===== src/verilog/pac_pkg.sv =====
// constants for the power and audio format control registers
package pac_pkg;
  localparam logic [7:0] PAC_OFS_POWER   = 8'h01;
  localparam logic [7:0] PAC_OFS_FORMAT  = 8'h02;
  localparam logic [7:0] PAC_OFS_SLOT    = 8'h03;
  localparam logic [7:0] PAC_RST_POWER   = 8'hFD;
  localparam logic [7:0] PAC_RST_FORMAT  = 8'h04;
  localparam int         PAC_POW_CLIP_HI = 7;
  localparam int         PAC_POW_CLIP_LO = 2;
  localparam int         PAC_POW_SLEEP   = 1;
  localparam int         PAC_POW_SHDN    = 0;
  localparam int         PAC_FMT_HPSKIP  = 7;
  localparam int         PAC_FMT_SLOTSRC = 6;
  localparam int         PAC_FMT_RATE    = 3;
  localparam int         PAC_FMT_FMT_HI  = 2;
  localparam int         PAC_FMT_FMT_LO  = 0;
  localparam logic [7:0] PAC_FMT_WMASK   = 8'hCF;
  localparam int         PAC_CLIP_W      = 20;
  localparam int         PAC_SLOT_W      = 3;
  localparam logic [PAC_CLIP_W-7:0] PAC_CLIP_LOW_RST = 14'h3FFF;
  localparam logic [2:0] PAC_SAF_RJ24    = 3'h0;
  localparam logic [2:0] PAC_SAF_RJ20    = 3'h1;
  localparam logic [2:0] PAC_SAF_RJ18    = 3'h2;
  localparam logic [2:0] PAC_SAF_RJ16    = 3'h3;
  localparam logic [2:0] PAC_SAF_I2S     = 3'h4;
  localparam logic [2:0] PAC_SAF_LJ      = 3'h5;
  localparam int         PAC_RAMP_STEPS  = 16;
  typedef enum logic [1:0] {PAC_RUN, PAC_RAMP, PAC_SLEEP, PAC_SHDN} pac_pwr_e;
endpackage


===== src/verilog/pac_top.sv =====
// power and audio format control registers with clip and power logic
`timescale 1ns/1ps
`default_nettype none
module pac_top
  import pac_pkg::*;
#(
  parameter int RAMP_STEPS = pac_pkg::PAC_RAMP_STEPS
) (
  input  wire logic                      mclk,
  input  wire logic                      rst,
  input  wire logic                      reg_wr,
  input  wire logic                      reg_rd,
  input  wire logic [7:0]                reg_addr,
  input  wire logic [7:0]                reg_wdata,
  output logic [7:0]                     reg_rdata,
  input  wire logic                      shutdown_n,
  input  wire logic [pac_pkg::PAC_SLOT_W-1:0] dev_addr_slot,
  input  wire logic [pac_pkg::PAC_SLOT_W-1:0] slot_index,
  input  wire logic                      dc_detect,
  input  wire logic                      fault_clear,
  input  wire logic                      smp_valid,
  input  wire logic [pac_pkg::PAC_CLIP_W-1:0] smp_in,
  output logic                           conv_valid,
  output logic [pac_pkg::PAC_CLIP_W-1:0] conv_sample,
  output logic                           highpass_skip,
  output logic                           rate_double,
  output logic [2:0]                     serial_audio_format,
  output logic [pac_pkg::PAC_SLOT_W-1:0] play_slot,
  output logic                           ramp_down,
  output logic                           stage_hiz,
  output logic                           in_shutdown,
  output logic                           in_sleep,
  output logic                           dc_fault
);
  logic [7:0] power_clip_high_control_ff;
  logic [7:0] nxt_power_clip_high_control;
  logic [7:0] digital_format_control_ff;
  logic [7:0] nxt_digital_format_control;
  logic [7:0] rdata_ff;
  logic [7:0] nxt_rdata;
  pac_pwr_e   pwr_ff;
  pac_pwr_e   nxt_pwr;
  logic [7:0] ramp_ff;
  logic [7:0] nxt_ramp;
  logic       dc_fault_ff;
  logic       nxt_dc_fault;
  logic       shdn_req;
  logic       sleep_req;
  logic [PAC_CLIP_W-1:0] clip_threshold;

  function automatic logic hit(input logic [7:0] a, input logic [7:0] o);
    return a == o;
  endfunction

  // register file; runs regardless of power state
  always_comb begin
    nxt_power_clip_high_control = power_clip_high_control_ff;
    nxt_digital_format_control  = digital_format_control_ff;
    nxt_rdata                   = rdata_ff;
    if (reg_wr && hit(reg_addr, PAC_OFS_POWER)) begin
      nxt_power_clip_high_control = reg_wdata;
    end
    if (reg_wr && hit(reg_addr, PAC_OFS_FORMAT)) begin
      // reserved bits held at zero whatever the host writes
      nxt_digital_format_control = reg_wdata & PAC_FMT_WMASK;
    end
    if (reg_rd) begin
      if (hit(reg_addr, PAC_OFS_POWER)) begin
        nxt_rdata = power_clip_high_control_ff;
      end else if (hit(reg_addr, PAC_OFS_FORMAT)) begin
        nxt_rdata = digital_format_control_ff;
      end else begin
        nxt_rdata = 8'h00;
      end
    end
  end

  always_ff @(posedge mclk or posedge rst) begin
    if (rst) begin
      power_clip_high_control_ff <= PAC_RST_POWER;
      digital_format_control_ff  <= PAC_RST_FORMAT;
      rdata_ff                   <= 8'h00;
    end else begin
      power_clip_high_control_ff <= nxt_power_clip_high_control;
      digital_format_control_ff  <= nxt_digital_format_control;
      rdata_ff                   <= nxt_rdata;
    end
  end

  assign reg_rdata = rdata_ff;

  // decoded controls
  assign shdn_req  = ~power_clip_high_control_ff[PAC_POW_SHDN]
                     | ~shutdown_n;
  assign sleep_req = power_clip_high_control_ff[PAC_POW_SLEEP];
  assign highpass_skip = digital_format_control_ff[PAC_FMT_HPSKIP];
  assign rate_double   = digital_format_control_ff[PAC_FMT_RATE];
  // codes 6 and 7 are passed as is; host keeps off them
  assign serial_audio_format =
    digital_format_control_ff[PAC_FMT_FMT_HI:PAC_FMT_FMT_LO];
  assign play_slot = digital_format_control_ff[PAC_FMT_SLOTSRC]
                     ? slot_index : dev_addr_slot;

  assign clip_threshold = {
    power_clip_high_control_ff[PAC_POW_CLIP_HI:PAC_POW_CLIP_LO],
    PAC_CLIP_LOW_RST};

  // power state: ramp before hi-z, shutdown overrides
  always_comb begin
    nxt_pwr  = pwr_ff;
    nxt_ramp = ramp_ff;
    case (pwr_ff)
      PAC_RUN: begin
        if (shdn_req) begin
          nxt_pwr = PAC_SHDN;
        end else if (sleep_req) begin
          nxt_pwr  = PAC_RAMP;
          nxt_ramp = 8'(RAMP_STEPS - 1);
        end
      end
      PAC_RAMP: begin
        if (shdn_req) begin
          nxt_pwr = PAC_SHDN;
        end else if (!sleep_req) begin
          nxt_pwr = PAC_RUN;
        end else if (ramp_ff == 8'h00) begin
          nxt_pwr = PAC_SLEEP;
        end else begin
          nxt_ramp = ramp_ff - 8'h01;
        end
      end
      PAC_SLEEP: begin
        if (shdn_req) begin
          nxt_pwr = PAC_SHDN;
        end else if (!sleep_req) begin
          nxt_pwr = PAC_RUN;
        end
      end
      PAC_SHDN: begin
        if (!shdn_req) begin
          nxt_pwr = PAC_RUN;
        end
      end
      default: begin
        nxt_pwr = PAC_SHDN;
      end
    endcase
  end

  always_ff @(posedge mclk or posedge rst) begin
    if (rst) begin
      pwr_ff  <= PAC_RUN;
      ramp_ff <= 8'h00;
    end else begin
      pwr_ff  <= nxt_pwr;
      ramp_ff <= nxt_ramp;
    end
  end

  assign ramp_down   = pwr_ff == PAC_RAMP;
  assign stage_hiz   = pwr_ff == PAC_SLEEP || pwr_ff == PAC_SHDN;
  assign in_sleep    = pwr_ff == PAC_SLEEP;
  assign in_shutdown = pwr_ff == PAC_SHDN;

  // dc fault latches until explicit clear; set wins
  always_comb begin
    nxt_dc_fault = dc_fault_ff;
    if (fault_clear) begin
      nxt_dc_fault = 1'b0;
    end
    if (dc_detect) begin
      nxt_dc_fault = 1'b1;
    end
  end

  always_ff @(posedge mclk or posedge rst) begin
    if (rst) begin
      dc_fault_ff <= 1'b0;
    end else begin
      dc_fault_ff <= nxt_dc_fault;
    end
  end

  assign dc_fault = dc_fault_ff;

  pac_clipper #(
    .W (PAC_CLIP_W)
  ) pac_clipper_inst (
    .mclk       (mclk),
    .rst        (rst),
    .in_valid   (smp_valid),
    .in_sample  (smp_in),
    .threshold  (clip_threshold),
    .out_valid  (conv_valid),
    .out_sample (conv_sample)
  );

  a_pow_write: assert property (@(posedge mclk) disable iff (rst)
    reg_wr && reg_addr == PAC_OFS_POWER |=>
    power_clip_high_control_ff == $past(reg_wdata))
    else $error("power register write lost");
  a_fmt_rsv: assert property (@(posedge mclk) disable iff (rst)
    digital_format_control_ff[5:4] == 2'b00)
    else $error("reserved format bits set");
  a_shdn_enter: assert property (@(posedge mclk) disable iff (rst)
    !shutdown_n |=> in_shutdown)
    else $error("shutdown pin ignored");
  a_shdn_pin: assert property (@(posedge mclk) disable iff (rst)
    !shutdown_n ##1 !shutdown_n |-> in_shutdown)
    else $error("not in shutdown with pin low");
  a_sleep_ramp: assert property (@(posedge mclk) disable iff (rst)
    $rose(in_sleep) |-> $past(ramp_down))
    else $error("sleep entered without ramp");
  a_slot_sel: assert property (@(posedge mclk) disable iff (rst)
    play_slot == (digital_format_control_ff[6] ? slot_index
                  : dev_addr_slot))
    else $error("wrong playback slot");
  a_dc_latch: assert property (@(posedge mclk) disable iff (rst)
    dc_detect |=> dc_fault [*2] or fault_clear)
    else $error("dc fault not latched");
  a_read_back: assert property (@(posedge mclk) disable iff (rst)
    reg_rd && reg_addr == PAC_OFS_FORMAT |=>
    reg_rdata == $past(digital_format_control_ff))
    else $error("format readback wrong");
  a_regs_kept: assert property (@(posedge mclk) disable iff (rst)
    in_shutdown && !reg_wr |=> $stable(power_clip_high_control_ff))
    else $error("register changed in shutdown");
  a_shdn_bit: assert property (@(posedge mclk) disable iff (rst)
    !power_clip_high_control_ff[PAC_POW_SHDN] |=> in_shutdown)
    else $error("shutdown bit ignored");
  a_shdn_exit: assert property (@(posedge mclk) disable iff (rst)
    in_shutdown && !shdn_req |=> !in_shutdown)
    else $error("shutdown not left");
  a_fmt_write: assert property (@(posedge mclk) disable iff (rst)
    reg_wr && reg_addr == PAC_OFS_FORMAT |=>
    digital_format_control_ff == ($past(reg_wdata) & PAC_FMT_WMASK))
    else $error("format register write lost");
  a_pow_read: assert property (@(posedge mclk) disable iff (rst)
    reg_rd && reg_addr == PAC_OFS_POWER |=>
    reg_rdata == $past(power_clip_high_control_ff))
    else $error("power readback wrong");
  a_rdata_hold: assert property (@(posedge mclk) disable iff (rst)
    !reg_rd |=> $stable(reg_rdata))
    else $error("read data changed without read");
  a_run_sleep: assert property (@(posedge mclk) disable iff (rst)
    pwr_ff == PAC_RUN && sleep_req && !shdn_req |=> ramp_down)
    else $error("sleep request did not start ramp");
  a_ramp_step: assert property (@(posedge mclk) disable iff (rst)
    ramp_down && ramp_ff != 8'h00 && sleep_req && !shdn_req
    |=> ramp_down)
    else $error("ramp ended early");
  a_sleep_exit: assert property (@(posedge mclk) disable iff (rst)
    in_sleep && !sleep_req && !shdn_req |=> !stage_hiz)
    else $error("sleep not left");
  a_dc_clear: assert property (@(posedge mclk) disable iff (rst)
    fault_clear && !dc_detect |=> !dc_fault)
    else $error("dc fault not cleared");

  // ramp length watch for the sleep entry check
  logic [7:0] ramp_seen_ff;
  logic [7:0] nxt_ramp_seen;

  always_comb begin
    nxt_ramp_seen = 8'h00;
    if (pwr_ff == PAC_RAMP) begin
      nxt_ramp_seen = ramp_seen_ff + 8'h01;
    end
  end

  always_ff @(posedge mclk or posedge rst) begin
    if (rst) begin
      ramp_seen_ff <= 8'h00;
    end else begin
      ramp_seen_ff <= nxt_ramp_seen;
    end
  end

  a_ramp_len: assert property (@(posedge mclk) disable iff (rst)
    $rose(in_sleep) |-> ramp_seen_ff == 8'(RAMP_STEPS))
    else $error("sleep ramp length wrong");
endmodule
`default_nettype wire


===== src/verilog/pac_clipper.sv =====
// sample magnitude limiter
`timescale 1ns/1ps
`default_nettype none
module pac_clipper
  import pac_pkg::*;
#(
  parameter int W = pac_pkg::PAC_CLIP_W
) (
  input  wire logic         mclk,
  input  wire logic         rst,
  input  wire logic         in_valid,
  input  wire logic [W-1:0] in_sample,
  input  wire logic [W-1:0] threshold,
  output logic              out_valid,
  output logic [W-1:0]      out_sample
);
  logic [W-1:0] nxt_out_sample;
  logic [W-1:0] out_sample_ff;
  logic         out_valid_ff;
  logic [W-1:0] mag;
  logic [W-1:0] thr;

  always_comb begin
    thr = threshold;
    if (thr[W-1]) begin
      thr = {1'b0, {(W-1){1'b1}}};
    end
    mag = in_sample[W-1] ? W'(~in_sample + 1'b1) : in_sample;
    nxt_out_sample = in_sample;
    if (mag > thr) begin
      nxt_out_sample = in_sample[W-1] ? W'(~thr + 1'b1) : thr;
    end
  end

  always_ff @(posedge mclk or posedge rst) begin
    if (rst) begin
      out_sample_ff <= '0;
      out_valid_ff  <= 1'b0;
    end else begin
      out_valid_ff <= in_valid;
      if (in_valid) begin
        out_sample_ff <= nxt_out_sample;
      end
    end
  end

  assign out_sample = out_sample_ff;
  assign out_valid  = out_valid_ff;

  a_clip_bound: assert property (@(posedge mclk) disable iff (rst)
    out_valid |-> ((out_sample[W-1] ? W'(~out_sample + 1'b1) : out_sample)
      <= $past(thr)))
    else $error("clipped sample exceeds threshold");
endmodule
`default_nettype wire


===== config.mk =====
export PLATFORM = sky130hd
export DESIGN_NAME = pac_top
export DESIGN_NICKNAME = d
export VERILOG_FILES = /design/src/verilog/pac_pkg.sv /design/src/verilog/pac_top.sv /design/src/verilog/pac_clipper.sv
export SDC_FILE = /design/constraint.sdc
export NUM_CORES = 1
export LEC_CHECK = 0
export BUFFER_PORTS_ARGS = -buffer_cell sky130_fd_sc_hd__buf_2
export CAP_MARGIN = 20
export CORE_ASPECT_RATIO = 1.1
export CORE_UTILIZATION = 52
export DETAILED_ROUTE_END_ITERATION = 10
export PLACE_DENSITY = 0.8
export SYNTH_ARGS = -nofsm -noshare
export SYNTH_HDL_FRONTEND = slang
export SYNTH_SLANG_ARGS = --single-unit

===== constraint.sdc =====
create_clock -name mclk -period 2.8 [get_ports mclk]
set_input_delay 0.84 -clock mclk [delete_from_list [all_inputs] [get_ports mclk]]
set_output_delay 0.84 -clock mclk [all_outputs]
set_load 0.01 [all_outputs]

== Yosys cells after proc, flatten, opt, wreduce, memory -nomap -nowiden ==
Cells that the tools add are included.

* Equal/unequal tests: 14
* Muxes and demuxes: 24
* Bitwise logic cells: 5
* $add $sub $neg: 3
* Reduce and logical (&&, ||, !) cells: 9
* Order comparisons: 1

{| class="wikitable"
|+ Operator list
! operator !! count
|-
| 20-bit 2-to-1 mux || 3
|-
| 8-bit 2-to-1 mux || 7
|-
| 20-bit by 1-bit adder with 20-bit output (second input constant) || 2
|-
| 20-bit by 19-bit > comparator with 1-bit output || 1
|-
| 19-bit NOT with 20-bit output || 1
|-
| 20-bit NOT || 1
|-
| 19-bit 2-to-1 mux || 1
|-
| 2-bit 2-to-1 mux || 8
|-
| 8-bit one-hot mux with 2 select lines || 1
|-
| 2-bit != test (second input constant) || 5
|-
| 8-bit by 1-bit == test with 1-bit output (second input constant) || 1
|-
| 8-bit by 2-bit == test with 1-bit output (second input constant) || 1
|-
| 8-bit logical NOT || 1
|-
| 2-bit one-hot mux with 4 select lines || 1
|-
| 8-bit by 1-bit subtractor with 8-bit output (second input constant) || 1
|-
| 6-bit AND reduction || 1
|-
| 2-bit == test (second input constant) || 2
|-
| 4-bit by 2-bit != test with 1-bit output (second input constant) || 1
|-
| 4-bit AND reduction || 1
|-
| 2-bit nonzero test || 2
|-
| 3-bit 2-to-1 mux || 1
|-
| 3-bit by 2-bit != test with 1-bit output (second input constant) || 1
|-
| 3-bit != test (second input constant) || 1
|-
| 2-bit by 1-bit == test with 1-bit output (second input constant) || 1
|-
| other kinds (7) || 10
|}

* Logic and storage cells: 64
* Input port bits: 50
* Register bits: 54

== Depth between registers and ports, before layout ==
Gate-level depths: netlist (run 1).

* Word-level depth: 5
* Mapped depth: 14
* Gate-level depth less buffers: 13

== Hierarchy ==
Synthesis (run 1) repeated with hierarchy kept, for this count alone.

* Cell total of the unflattened synthesis: 429
* Area, all modules: 3876.2 µm²

{| class="wikitable"
|+ Modules (own cells, without submodules)
! module !! times used !! area an instance (µm²) !! sequential area each (µm²) !! cells an instance
|-
| pac_clipper || 1 || 2282.2 || 525.5 || 297
|-
| pac_top || 1 || 1594.0 || 835.8 || 132
|}

== Worst setup path after synthesis (run 1) ==
No wires, ideal clock.

* Path type: in2reg
* Start point: input smp_in[11] (netlist bit)
* End point: register pac_clipper_inst.out_sample_ff[10], in the netlist pac_clipper_inst.out_sample[10]
* Data required time: 2681 ps
* Buffers on the path: 1
* Stages on the path: 12
* Path slack: -891 ps
* Arrival time: 3572 ps
* Setup time: 119 ps
* Cell sequence: nor4_1 nand4_1 o41ai_1 xnor2_1 ha_1 nand3_1 nor4_2 o2111ai_2 nor4_4 or2_2 buf_6 o21ai_2

* Word-level cells in the longest chain between the ends: 5

{| class="wikitable"
|+ RTL lines
! item !! RTL line !! RTL
|-
| start, declared || pac_top.sv:22 || <nowiki>input wire logic [pac_pkg::PAC_CLIP_W-1:0] smp_in,</nowiki>
|-
| 20-bit NOT || pac_clipper.sv:28 || <nowiki>mag = in_sample[W-1] ? W'(~in_sample + 1'b1) : in_sample;</nowiki>
|-
| 20-bit by 1-bit adder with 20-bit output || pac_clipper.sv:28 ||
|-
| 20-bit 2-to-1 mux (*) || pac_clipper.sv:28 ||
|-
| 20-bit by 19-bit > comparator with 1-bit output (*) || pac_clipper.sv:30 || <nowiki>if (mag > thr) begin</nowiki>
|-
| 20-bit 2-to-1 mux (*) || pac_clipper.sv:30 ||
|-
| end signal, assigned || pac_clipper.sv:42 || <nowiki>out_sample_ff <= nxt_out_sample;</nowiki>
|-
| end, declared || pac_clipper.sv:18 || <nowiki>logic [W-1:0] out_sample_ff;</nowiki>
|}

Mark *: on every way between the ends. The rest lies on a longest branch, timed or not.
A chain may end at the register's enable or synchronous reset.

== Worst setup path in the final report (run 1) ==
* Start point: input smp_in[2] (netlist bit)
* End point: register pac_clipper_inst.out_sample_ff[7], in the netlist pac_clipper_inst.out_sample[7]

The elaborated chain is that of the path after synthesis.

==> run_results.csv, run 1 <==
group,metric,value,unit
detailed_routing,drt_pre_antenna_iters,4,
cells_and_area,syn2layout_area_growth,34.0,%
detailed_routing,drt_iter0_drc,147,
synthesis,synth_cells,318,
clocking,clk_pin_slew,0.11,ns
global_routing,grt.overflow.total,0,
synthesis,ys_types,57,
timing,finalSetupTns,-10.83,ns
clocking,ctsHtreeMaxLevel,2,
clocking,cts_sinks,54,
setup_path,crit_type,"in -> reg",
status,violations,"negative setup slack",
detailed_routing,routed_wl,8340,um
timing,whs,0.493,ns
clocking,clock_latency,0.33,ns
timing,finalClockSkew,0.0153,ns
clocking,cts_buffer_depth,2,
timing,maxSlewViolCount,0,
clocking,cts_made_buffers,5,
detailed_routing,ant_nets,0,
global_routing,met1_usage,0.317,
global_routing,grt_pass1_wl,13500,um
global_routing,grt_pass1_vias,3015,
timing,fin_ws,-0.590,ns
cells_and_area,design_area,4240,um2
setup_path,cp_data_required_time,3.01,ns
setup_path,cp-end-kind,"flop",
die,num_rows,29,
global_routing,grt_max_degree,55,
synthesis,synth_seq_cells,54,
synthesis,seq_area_frac_synth,0.430,
die,die_w,76.4,um
cells_and_area,diodes,0,
hold_path,hold_class,"reg -> reg",
placement,port_buffers,91,
pwr,powerDensity,432,nW/um2
synthesis,synth_nets,376,
timing,slew_headroom,0.460,
die,die_h,83.8,um
flow_run,max-cap-violations,0,
timing,finalCritPeriodShare,1.21,
placement,place_area,3950,um2
synthesis,yosys.area.top_type,"dfrtp_1",
global_routing,grt.met2_usage,0.459,
global_routing,antenna_found_initial,0,
setup_path,worstSetupStartpointType,"primary input",
detailed_routing,drc,0,
clocking,clockRootBuffer,"clkbuf_8",
detailed_routing,wire_per_inst,15.8,um
timing,setup_violations,19,
setup_path,critPathMaxFanout,12,
detailed_routing,viasPerCell,5.71,
synthesis,synth_edf_count,0,
synthesis,synth_top_cells_by_area,"dfrtp_1 (36%), dfstp_2 (6.6%), mux2_2 (6.4%)",
cells_and_area,layout_common_cells,"buf_2 (87), buf_4 (47), dfrtp_1 (46), nor2_1 (37), nand2_1 (26)",
die,fp.coreArea,5810,um2
global_routing,met3_usage,0.0481,
pwr,peakVddDrop,0.000309,V
timing,hold_violations,0,
detailed_routing,routed-via-count,3020,
placement,gp_congestion,0.924,
cells_and_area,fin_nets,509,
pwr,power.leakage,0.00201,uW
timing,post-route-min-period,3.39,ns
setup_path,worst_ep_arrival_time,3.60,ns
synthesis,syn_area_per_cell,9.95,um2
synthesis,synth_ff_type,"dfrtp_1",
synthesis,async_reset_ff_frac,1.00,
die,dieArea,6400,um2
placement,hpwl,5920,um
synthesis,yosys_warnings,0,
timing,rsz0062_at_grt,"true",
timing,max_freq,295,MHz
clocking,cts_tree,"done",
cells_and_area,drive_gt1_frac,0.469,
status,status,"finished, violations left",
global_routing,grt_busiest_layer,"met2",
synthesis,synth_area,3160,um2
global_routing,grtUsageTotal,0.266,
timing,worstMarginPinSlew,0.789,ns
die,start_util,0.545,
cells_and_area,final_common_cell,"buf_2",
clocking,cts_hold_buf,0,
synthesis,yosysTopAreaCellShare,0.364,
die,ioPinCount,92,
==> worst max-delay path, cell delays in order <==
cell       delay (ns)
buf_2            0.12
nor4_4           0.33
nand4_1          0.19
o41ai_2          0.27
xnor2_1          0.11
ha_1             0.34
nand3_2          0.11
nor4_4           0.29
o2111ai_2        0.20
buf_6            0.17
nor4_4           0.22
or2_4            0.29
o21ai_1          0.11
==> cell families (layout without fill, tap and decap cells) <==
| family | count (synthesis) | in the layout | share of synthesized area |
|---|---|---|---|
| adder cells (fa/ha/maj) | 8 | 8 | 0.0316 |
| buffers and inverters | 33 | 167 | 0.0629 |
| AO/OA/AOI/OAI | 81 | 81 | 0.190 |
| AND/OR/NAND/NOR | 111 | 111 | 0.184 |
| flip-flops | 54 | 54 | 0.430 |
| multiplexers | 21 | 21 | 0.0735 |
| XOR/XNOR | 10 | 10 | 0.0277 |
==> metal layers <==
layer	share of wire	vias up
met4	0.028	0
met3	0.048	29
met5	0	-
met2	0.51	107
li1	-	1423
met1	0.42	1461
==> final cells by class <==
type / count / area (um2)
multi-input cells: 231 / 1720
fillers: 434 / 1570
flip-flops and latches: 54 / 1360
repair buffers: 141 / 892
well taps: 77 / 96.3
clock buffers: 5 / 68.8
inverters: 18 / 67.6
clock inverters: 3 / 28.8
==> stage by stage <==
step	total power, uW	cells	setup slack, ns	utilization
4_1_cts	1830	526	-0.632	0.719
5_1_grt	1910	529	-0.817	0.730
2_1_floorplan	1150	318	-0.769	-
3_3_place_gp	1320	513	-0.940	0.680
3_5_place_dp	1340	513	-0.985	0.680
6_report	1830	529	-0.590	0.730
==> registers in the layout, summed over array words and instances, names as in the netlist <==
name / flops
dc_fault: 1
power_clip_high_control_ff: 8
pac_clipper_inst.out_sample: 20
digital_format_control_ff: 6
pac_clipper_inst.out_valid: 1
reg_rdata: 8
pwr_ff: 2
ramp_ff: 8
==> cells in the mapped netlist, drive strengths merged (8+ instances only) <==
master	instances
dfrtp	46
nor2	37
dfstp	8
inv	18
ha	8
nand3	11
a21oi	14
mux2	18
nand2	26
o21ai	29
xnor2	10
buf	9
==> final timing paths <==
path / from / to / slack (ns) / cells past startpoint
worst max-delay path: smp_in[2] / pac_clipper_inst.out_sample[7]$_DFFE_PP0P_ / -0.59 / 13
worst min-delay path: dc_fault$_DFFE_PP0P_ / dc_fault$_DFFE_PP0P_ / 0.49 / 1
worst max register to register: power_clip_high_control_ff[7]$_DFFE_PP1P_ / pac_clipper_inst.out_sample[7]$_DFFE_PP0P_ / 0.26 / 9
worst min register to register: dc_fault$_DFFE_PP0P_ / dc_fault$_DFFE_PP0P_ / 0.49 / 1
max in group asynchronous: rst / ramp_ff[7]$_DFFE_PP0P_ / 1.68 / 3
min in group asynchronous: rst / ramp_ff[3]$_DFFE_PP0P_ / 0.68 / 3
==> timing repair <==
| action | CTS | global route |
|---|---|---|
| pin swaps | 5 | 13 |
| setup buffers | 4 | 4 |
| cloned | 1 | 0 |
| endpoints found under the setup margin | 19 | 19 |
| gates resized for setup | 13 | 9 |
==> where the power goes <==
| part | switching (uW) | internal [uW] |
|---|---|---|
| combinational | 249 | 223 |
| sequential | 38.3 | 845 |
| clock | 291 | 186 |
| total | 578 | 1250 |
No activity file was read; power rests on OpenSTA's default activity.
==> run 2, diff against run 1 <==
CORE_MARGIN = 2   (was not set)
==> run 2 against run 1 <==
Net effect: the flow still finishes with violations (negative setup slack); setup slack got worse by 0.15 ns; non-clock buffer count rose by 10; critical endpoint is now pac_clipper_inst.out_sample[8]$_DFFE_PP0P_; global-route usage fell by 0.75 points; largest cell class unchanged.
==> run_results.csv, run 2 (synthesis gave the netlist of run 1 again) <==
group,metric,value,unit
clocking,ctsHtreeMaxLevel,2,
global_routing,grt_pass1_vias,3061,
setup_path,cpLargestDelayFamily,"compound AO/OA/AOI/OAI gates",
setup_path,cp_data_required_time,3.04,ns
clocking,cts_sinks,54,
pwr,p_sw,579,uW
setup_path,cpPeakStageDelay,0.45,ns
setup_path,worst-path-buf-inv,3,
setup_path,cp-end-kind,"flop",
global_routing,grt.overflow.total,0,
cells_and_area,utilization,0.742,
timing,worstMarginPinSlew,0.763,ns
global_routing,antenna_found_initial,0,
die,die_w,78.4,um
global_routing,grt_max_degree,34,
timing,whs,0.496,ns
timing,fin_ws,-0.743,ns
cells_and_area,layout_common_cells,"buf_2 (86), buf_4 (57), dfrtp_1 (46), nor2_1 (37), mux2_2 (18)",
detailed_routing,wl_met2,4760,um
timing,maxSlewViolCount,0,
placement,hpwl,6250,um
detailed_routing,wire_per_inst,16.5,um
setup_path,path_cells,"buf_6 -> nor4_4 -> nand4_1 -> buf_4 -> o41ai_4 -> xnor2_1 -> ha_1 -> nand3_2 -> nor4_4 -> o2111ai_4 -> o41ai_4 -> buf_6 -> nand2_2 -> o21ai_2",
clocking,cts_hold_buf,0,
setup_path,cp_slowest_cell,"o41ai_4",
hold_path,hold_class,"reg -> reg",
timing,finalClockSkew,0.00500,ns
global_routing,grt_pass1_wl,13900,um
placement,gp_congestion,0.952,
clocking,clk_pin_slew,0.10,ns
timing,setup_violations,19,
pwr,power.leakage,0.00206,uW
status,status,"finished, violations left",
cells_and_area,largest_reg_flops,20,
timing,finalCritPeriodShare,1.27,
detailed_routing,routed_wl,8900,um
pwr,p_sw_frac,0.316,
clocking,cts_buffer_depth,2,
cells_and_area,final_common_cell,"buf_2",
placement,port_buffers,91,
status,violations,"negative setup slack",
detailed_routing,top_layer_used,"met4",
detailed_routing,met1_length,3490,um
die,dieArea,6730,um2
die,fp.coreArea,5840,um2
timing,slew_headroom,0.478,
detailed_routing,drt_iter0_drc,169,
pwr,comb_power_share,0.267,
cells_and_area,fin_nets,519,
die,die_h,85.8,um
setup_path,critPathMaxFanout,6,
pwr,p_int,1250,uW
timing,post-route-min-period,3.54,ns
setup_path,ff2ff_setup_slack,0.33,ns
detailed_routing,wl_met3,465,um
detailed_routing,drc,0,
timing,max_freq,282,MHz
timing,hold_violations,0,
setup_path,worst_ep_arrival_time,3.79,ns
timing,rsz0062_at_grt,"true",
clocking,clock_latency,0.31,ns
cells_and_area,syn2layout_area_growth,37.1,%
cells_and_area,drive_gt1_frac,0.509,
detailed_routing,ant_nets,0,
setup_path,crit_type,"in -> reg",
clocking,cts_tree,"done",
cells_and_area,diodes,0,
die,start_util,0.542,
die,num_rows,29,
detailed_routing,drt_pre_antenna_iters,4,
pwr,clock_power_share,0.251,
detailed_routing,viasPerCell,5.64,
global_routing,grtUsageTotal,0.258,
pwr,peakVddDrop,0.000266,V
cells_and_area,fill_cells,426,
flow_run,max-cap-violations,0,
clocking,clockRootBuffer,"clkbuf_8",
pwr,p_seq_frac,0.482,
detailed_routing,routed-via-count,3042,
setup_path,worstSetupStartpointType,"primary input",
clocking,cts_made_buffers,5,
pwr,powerDensity,422,nW/um2
die,ioPinCount,92,
==> run 2: changes by cell type in the layout (fill, tap and decap cells not counted), moves of 2 or more <==
cell,change
nand2_1,-12
nor3_4,-2
nor3_2,+2
o21ai_1,-2
buf_4,+10
o21ai_2,+2
nand2_4,+2
nand2_2,+10
==> run 2: cell type report <==
cell class,instances,area [um2],share of cell area
clock buffer,5,68.8,0.0159
clock inverter,3,25.0,0.00577
inverter,18,67.6,0.0156
multi-input combinational,231,1760,0.405
sequential,54,1360,0.314
tap,77,96.3,0.0222
timing repair buffer,151,961,0.222
==> run 2: through the flow <==
| step | cells | setup slack, ns | setup TNS (ns) | cell area (um2) | total power [uW] |
|---|---|---|---|---|---|
| after floorplan | 318 | -0.769 | -13.51 | 3210 | 1150 |
| after global placement | 515 | -0.886 | -16.47 | 3950 | 1320 |
| after detailed placement | 515 | -1.00 | -17.92 | 3950 | 1330 |
| after CTS | 535 | -0.592 | -10.51 | 4230 | 1810 |
| after global routing | 539 | -0.843 | -15.24 | 4340 | 1930 |
| final | 539 | -0.743 | -13.22 | 4340 | 1830 |
==> run 2: final timing paths <==
check                      depth (start not counted)                                      start                                           to
setup / recovery                                  14                                  smp_in[3]   pac_clipper_inst.out_sample[8]$_DFFE_PP0P_
hold / removal                                     1                     ramp_ff[6]$_DFFE_PP0P_                       ramp_ff[6]$_DFFE_PP0P_
setup reg to reg                                   9  power_clip_high_control_ff[7]$_DFFE_PP1P_   pac_clipper_inst.out_sample[8]$_DFFE_PP0P_
hold reg to reg                                    1                     ramp_ff[6]$_DFFE_PP0P_                       ramp_ff[6]$_DFFE_PP0P_
max in group asynchronous                          3                                        rst  pac_clipper_inst.out_sample[10]$_DFFE_PP0P_
min in group asynchronous                          2                                        rst  pac_clipper_inst.out_sample[17]$_DFFE_PP0P_
==> run 2: routing by layer <==
layer,vias up,GRT usage
li1,1443,-
met1,1461,0.309
met2,122,0.458
met3,16,0.0411
met4,0,0.118
met5,-,0
==> run 2: timing repair <==
item | CTS | global route
cloned | 1 | 0
endpoints found under the setup margin | 19 | 19
setup buffers | 11 | 4
pin swaps | 13 | 14
gates resized for setup | 25 | 13
==> run 2: power by group through the flow <==
stage	Sequential [uW]	Combinational [uW]	Clock, uW
6_report	883	489	459
5_1_grt	890	529	508
4_1_cts	881	467	465
3_5_place_dp	895	437	0
3_3_place_gp	895	424	0
2_1_floorplan	918	227	0
==> run 3, diff against run 2 <==
CORE_UTILIZATION = 47   (was 52)
PLACE_DENSITY = 0.76   (was 0.8)
clock period = 2.97 ns   (was 2.8 ns; I/O delays follow)
==> run 3 against run 2 <==
Net effect: the run still ends with negative setup slack left; core utilization fell by 8.7 points; critical endpoint is now pac_clipper_inst.out_sample[11]$_DFFE_PP0P_; clock power rose by 15%; flip-flop and latch count did not move; clock-buffer cell count did not move; cell count fell by 0.93%; routed wire length fell by 0.15%.
==> run_results.csv, run 3 (synthesis gave the netlist of run 1 again) <==
group,metric,value,unit
status,status,"finished, violations left",
status,violations,"negative setup slack",
setup_path,cpLargestDelayFamily,"simple AND/OR/NAND/NOR gates",
hold_path,hold_class,"reg -> reg",
setup_path,cp_data_required_time,3.19,ns
detailed_routing,drt_pre_antenna_iters,5,
setup_path,worst_ep_arrival_time,3.67,ns
cells_and_area,drive_gt1_frac,0.485,
placement,hpwl,6100,um
setup_path,cp_slowest_cell,"o41ai_2",
clocking,cts_tree,"done",
die,num_rows,31,
global_routing,grt.overflow.total,0,
setup_path,worst-path-buf-inv,2,
pwr,power.leakage,0.00201,uW
pwr,peakVddDrop,0.000292,V
placement,place_area,3910,um2
pwr,powerDensity,427,nW/um2
global_routing,grtUsageTotal,0.238,
clocking,cts_buffer_depth,2,
hold_path,holdCritStartpoint,"dc_fault$_DFFE_PP0P_",
clocking,clk_pin_slew,0.11,ns
global_routing,grt_max_degree,55,
timing,max_freq,290,MHz
cells_and_area,diodes,0,
timing,post-route-min-period,3.45,ns
setup_path,critPathMostFrequentCell,"nor4_4",
hold_path,whs_path_depth,1,
global_routing,grt_pass1_vias,2905,
die,fp.coreArea,6560,um2
cells_and_area,utilization,0.655,
setup_path,critPathMaxFanout,4,
timing,worstMarginPinSlew,0.811,ns
cells_and_area,syn2layout_area_growth,35.7,%
die,die_w,82.2,um
global_routing,grt_pass1_wl,13900,um
global_routing,antenna_found_initial,0,
setup_path,r2r_end,"pac_clipper_inst.out_sample[11]$_DFFE_PP0P_",
die,dieArea,7410,um2
clocking,clockRootBuffer,"clkbuf_8",
detailed_routing,drc,0,
cells_and_area,layout_common_cells,"buf_2 (87), dfrtp_1 (46), buf_4 (45), nor2_1 (37), nand2_1 (20)",
detailed_routing,viasPerCell,5.73,
timing,fin_ws,-0.482,ns
cells_and_area,fin_nets,509,
clocking,cts_sinks,54,
clocking,ctsHtreeMaxLevel,2,
detailed_routing,routed_wl,8890,um
setup_path,r2r-start,"power_clip_high_control_ff[7]$_DFFE_PP1P_",
cells_and_area,stdcell_count,534,
setup_path,crit_type,"in -> reg",
setup_path,worstSetupStartpointType,"primary input",
timing,maxSlewViolCount,0,
clocking,cts_made_buffers,5,
setup_path,cp-end-kind,"flop",
setup_path,path_cells,"buf_8 -> nor4_4 -> nand4_1 -> o41ai_2 -> xnor2_1 -> ha_1 -> nand3_2 -> nor4_4 -> o2111ai_4 -> nor4_4 -> buf_4 -> mux2i_1 -> nor3_1",
placement,preCtsSetupSlack,-0.931,ns
placement,port_buffers,91,
die,die_h,90.1,um
timing,rsz0062_at_grt,"true",
timing,slew_headroom,0.445,
setup_path,r2r_cells,9,
timing,finalCritPeriodShare,1.16,
flow_run,max-cap-violations,0,
timing,finalClockSkew,0.0118,ns
hold_path,hold-path-endpoint,"dc_fault$_DFFE_PP0P_",
cells_and_area,largest_reg_flops,20,
timing,setup_violations,19,
die,start_util,0.483,
cells_and_area,final_common_cell,"buf_2",
detailed_routing,drt_iter0_drc,169,
setup_path,cp.depth,13,
cells_and_area,design_area,4290,um2
detailed_routing,ant_nets,0,
placement,gp_congestion,0.946,
setup_path,ff2ff_setup_slack,0.55,ns
die,ioPinCount,92,
detailed_routing,routed-via-count,3059,
placement,dp_cells,514,
timing,hold_violations,0,
setup_path,cpPeakStageDelay,0.35,ns
clocking,clock_latency,0.32,ns
detailed_routing,wire_per_inst,16.6,um
run 3: power by group:
| group | internal, uW | switching [uW] | leakage [uW] |
|---|---|---|---|
| Sequential | 797 | 36.7 | 0.000651 |
| Clock | 257 | 272 | 0.0000563 |
| Combinational | 220 | 252 | 0.00130 |
run 3: metal layers:
layer	track usage	vias up	wire length, um
li1	-	1416	-
met5	0	-	0
met2	0.381	144	4370
met1	0.312	1472	3670
met3	0.0492	27	597
met4	0.0903	0	252
run 3: worst max path at each step:
| stage | slack (ns) | from | endpoint |
|---|---|---|---|
| floorplan | -0.65 | smp_in[2] | pac_clipper_inst.out_sample[10]$_DFFE_PP0P_ |
| global placement | -0.89 | smp_in[11] | pac_clipper_inst.out_sample[8]$_DFFE_PP0P_ |
| detailed placement | -0.93 | smp_in[11] | pac_clipper_inst.out_sample[2]$_DFFE_PP0P_ |
| CTS | -0.52 | smp_in[15] | pac_clipper_inst.out_sample[1]$_DFFE_PP0P_ |
| global route | -0.64 | smp_in[9] | pac_clipper_inst.out_sample[11]$_DFFE_PP0P_ |
| finish | -0.48 | smp_in[9] | pac_clipper_inst.out_sample[11]$_DFFE_PP0P_ |
run 3: final cells by class:
cell class	instances	area [um2]
Fill cell	535	2260
Multi-Input combinational cell	231	1760
Sequential cell	54	1360
Timing Repair Buffer	141	887
Tap cell	82	103
Clock buffer	5	68.8
Inverter	18	67.6
Clock inverter	3	48.8
run 3: repair_timing:
action | 4_1_cts | 5_1_grt
hold buffers | 0 | 0
pin swaps | 2 | 19
buffers inserted | 4 | 7
cloned | 1 | 0
setup endpoints to repair | 19 | 19
gates resized for setup | 12 | 23
endpoints found under the hold margin | 0 | 0
run 3: worst register-to-register path: stages (launching register included):
cell,delay [ns]
dfstp_2,0.60
nor2_1,0.10
ha_1,0.32
nand3_2,0.10
nor4_4,0.30
o2111ai_4,0.21
nor4_4,0.22
buf_4,0.19
mux2i_1,0.20
nor3_1,0.08
run 3: stage by stage:
stage / hold WS [ns] / TNS [ns] / total power [uW]
2_1_floorplan: 0.446 / -11.25 / 1080
3_3_place_gp: 0.453 / -16.45 / 1240
3_5_place_dp: 0.471 / -17.17 / 1260
4_1_cts: 0.496 / -8.81 / 1790
5_1_grt: 0.525 / -11.48 / 1920
6_report: 0.494 / -8.51 / 1830
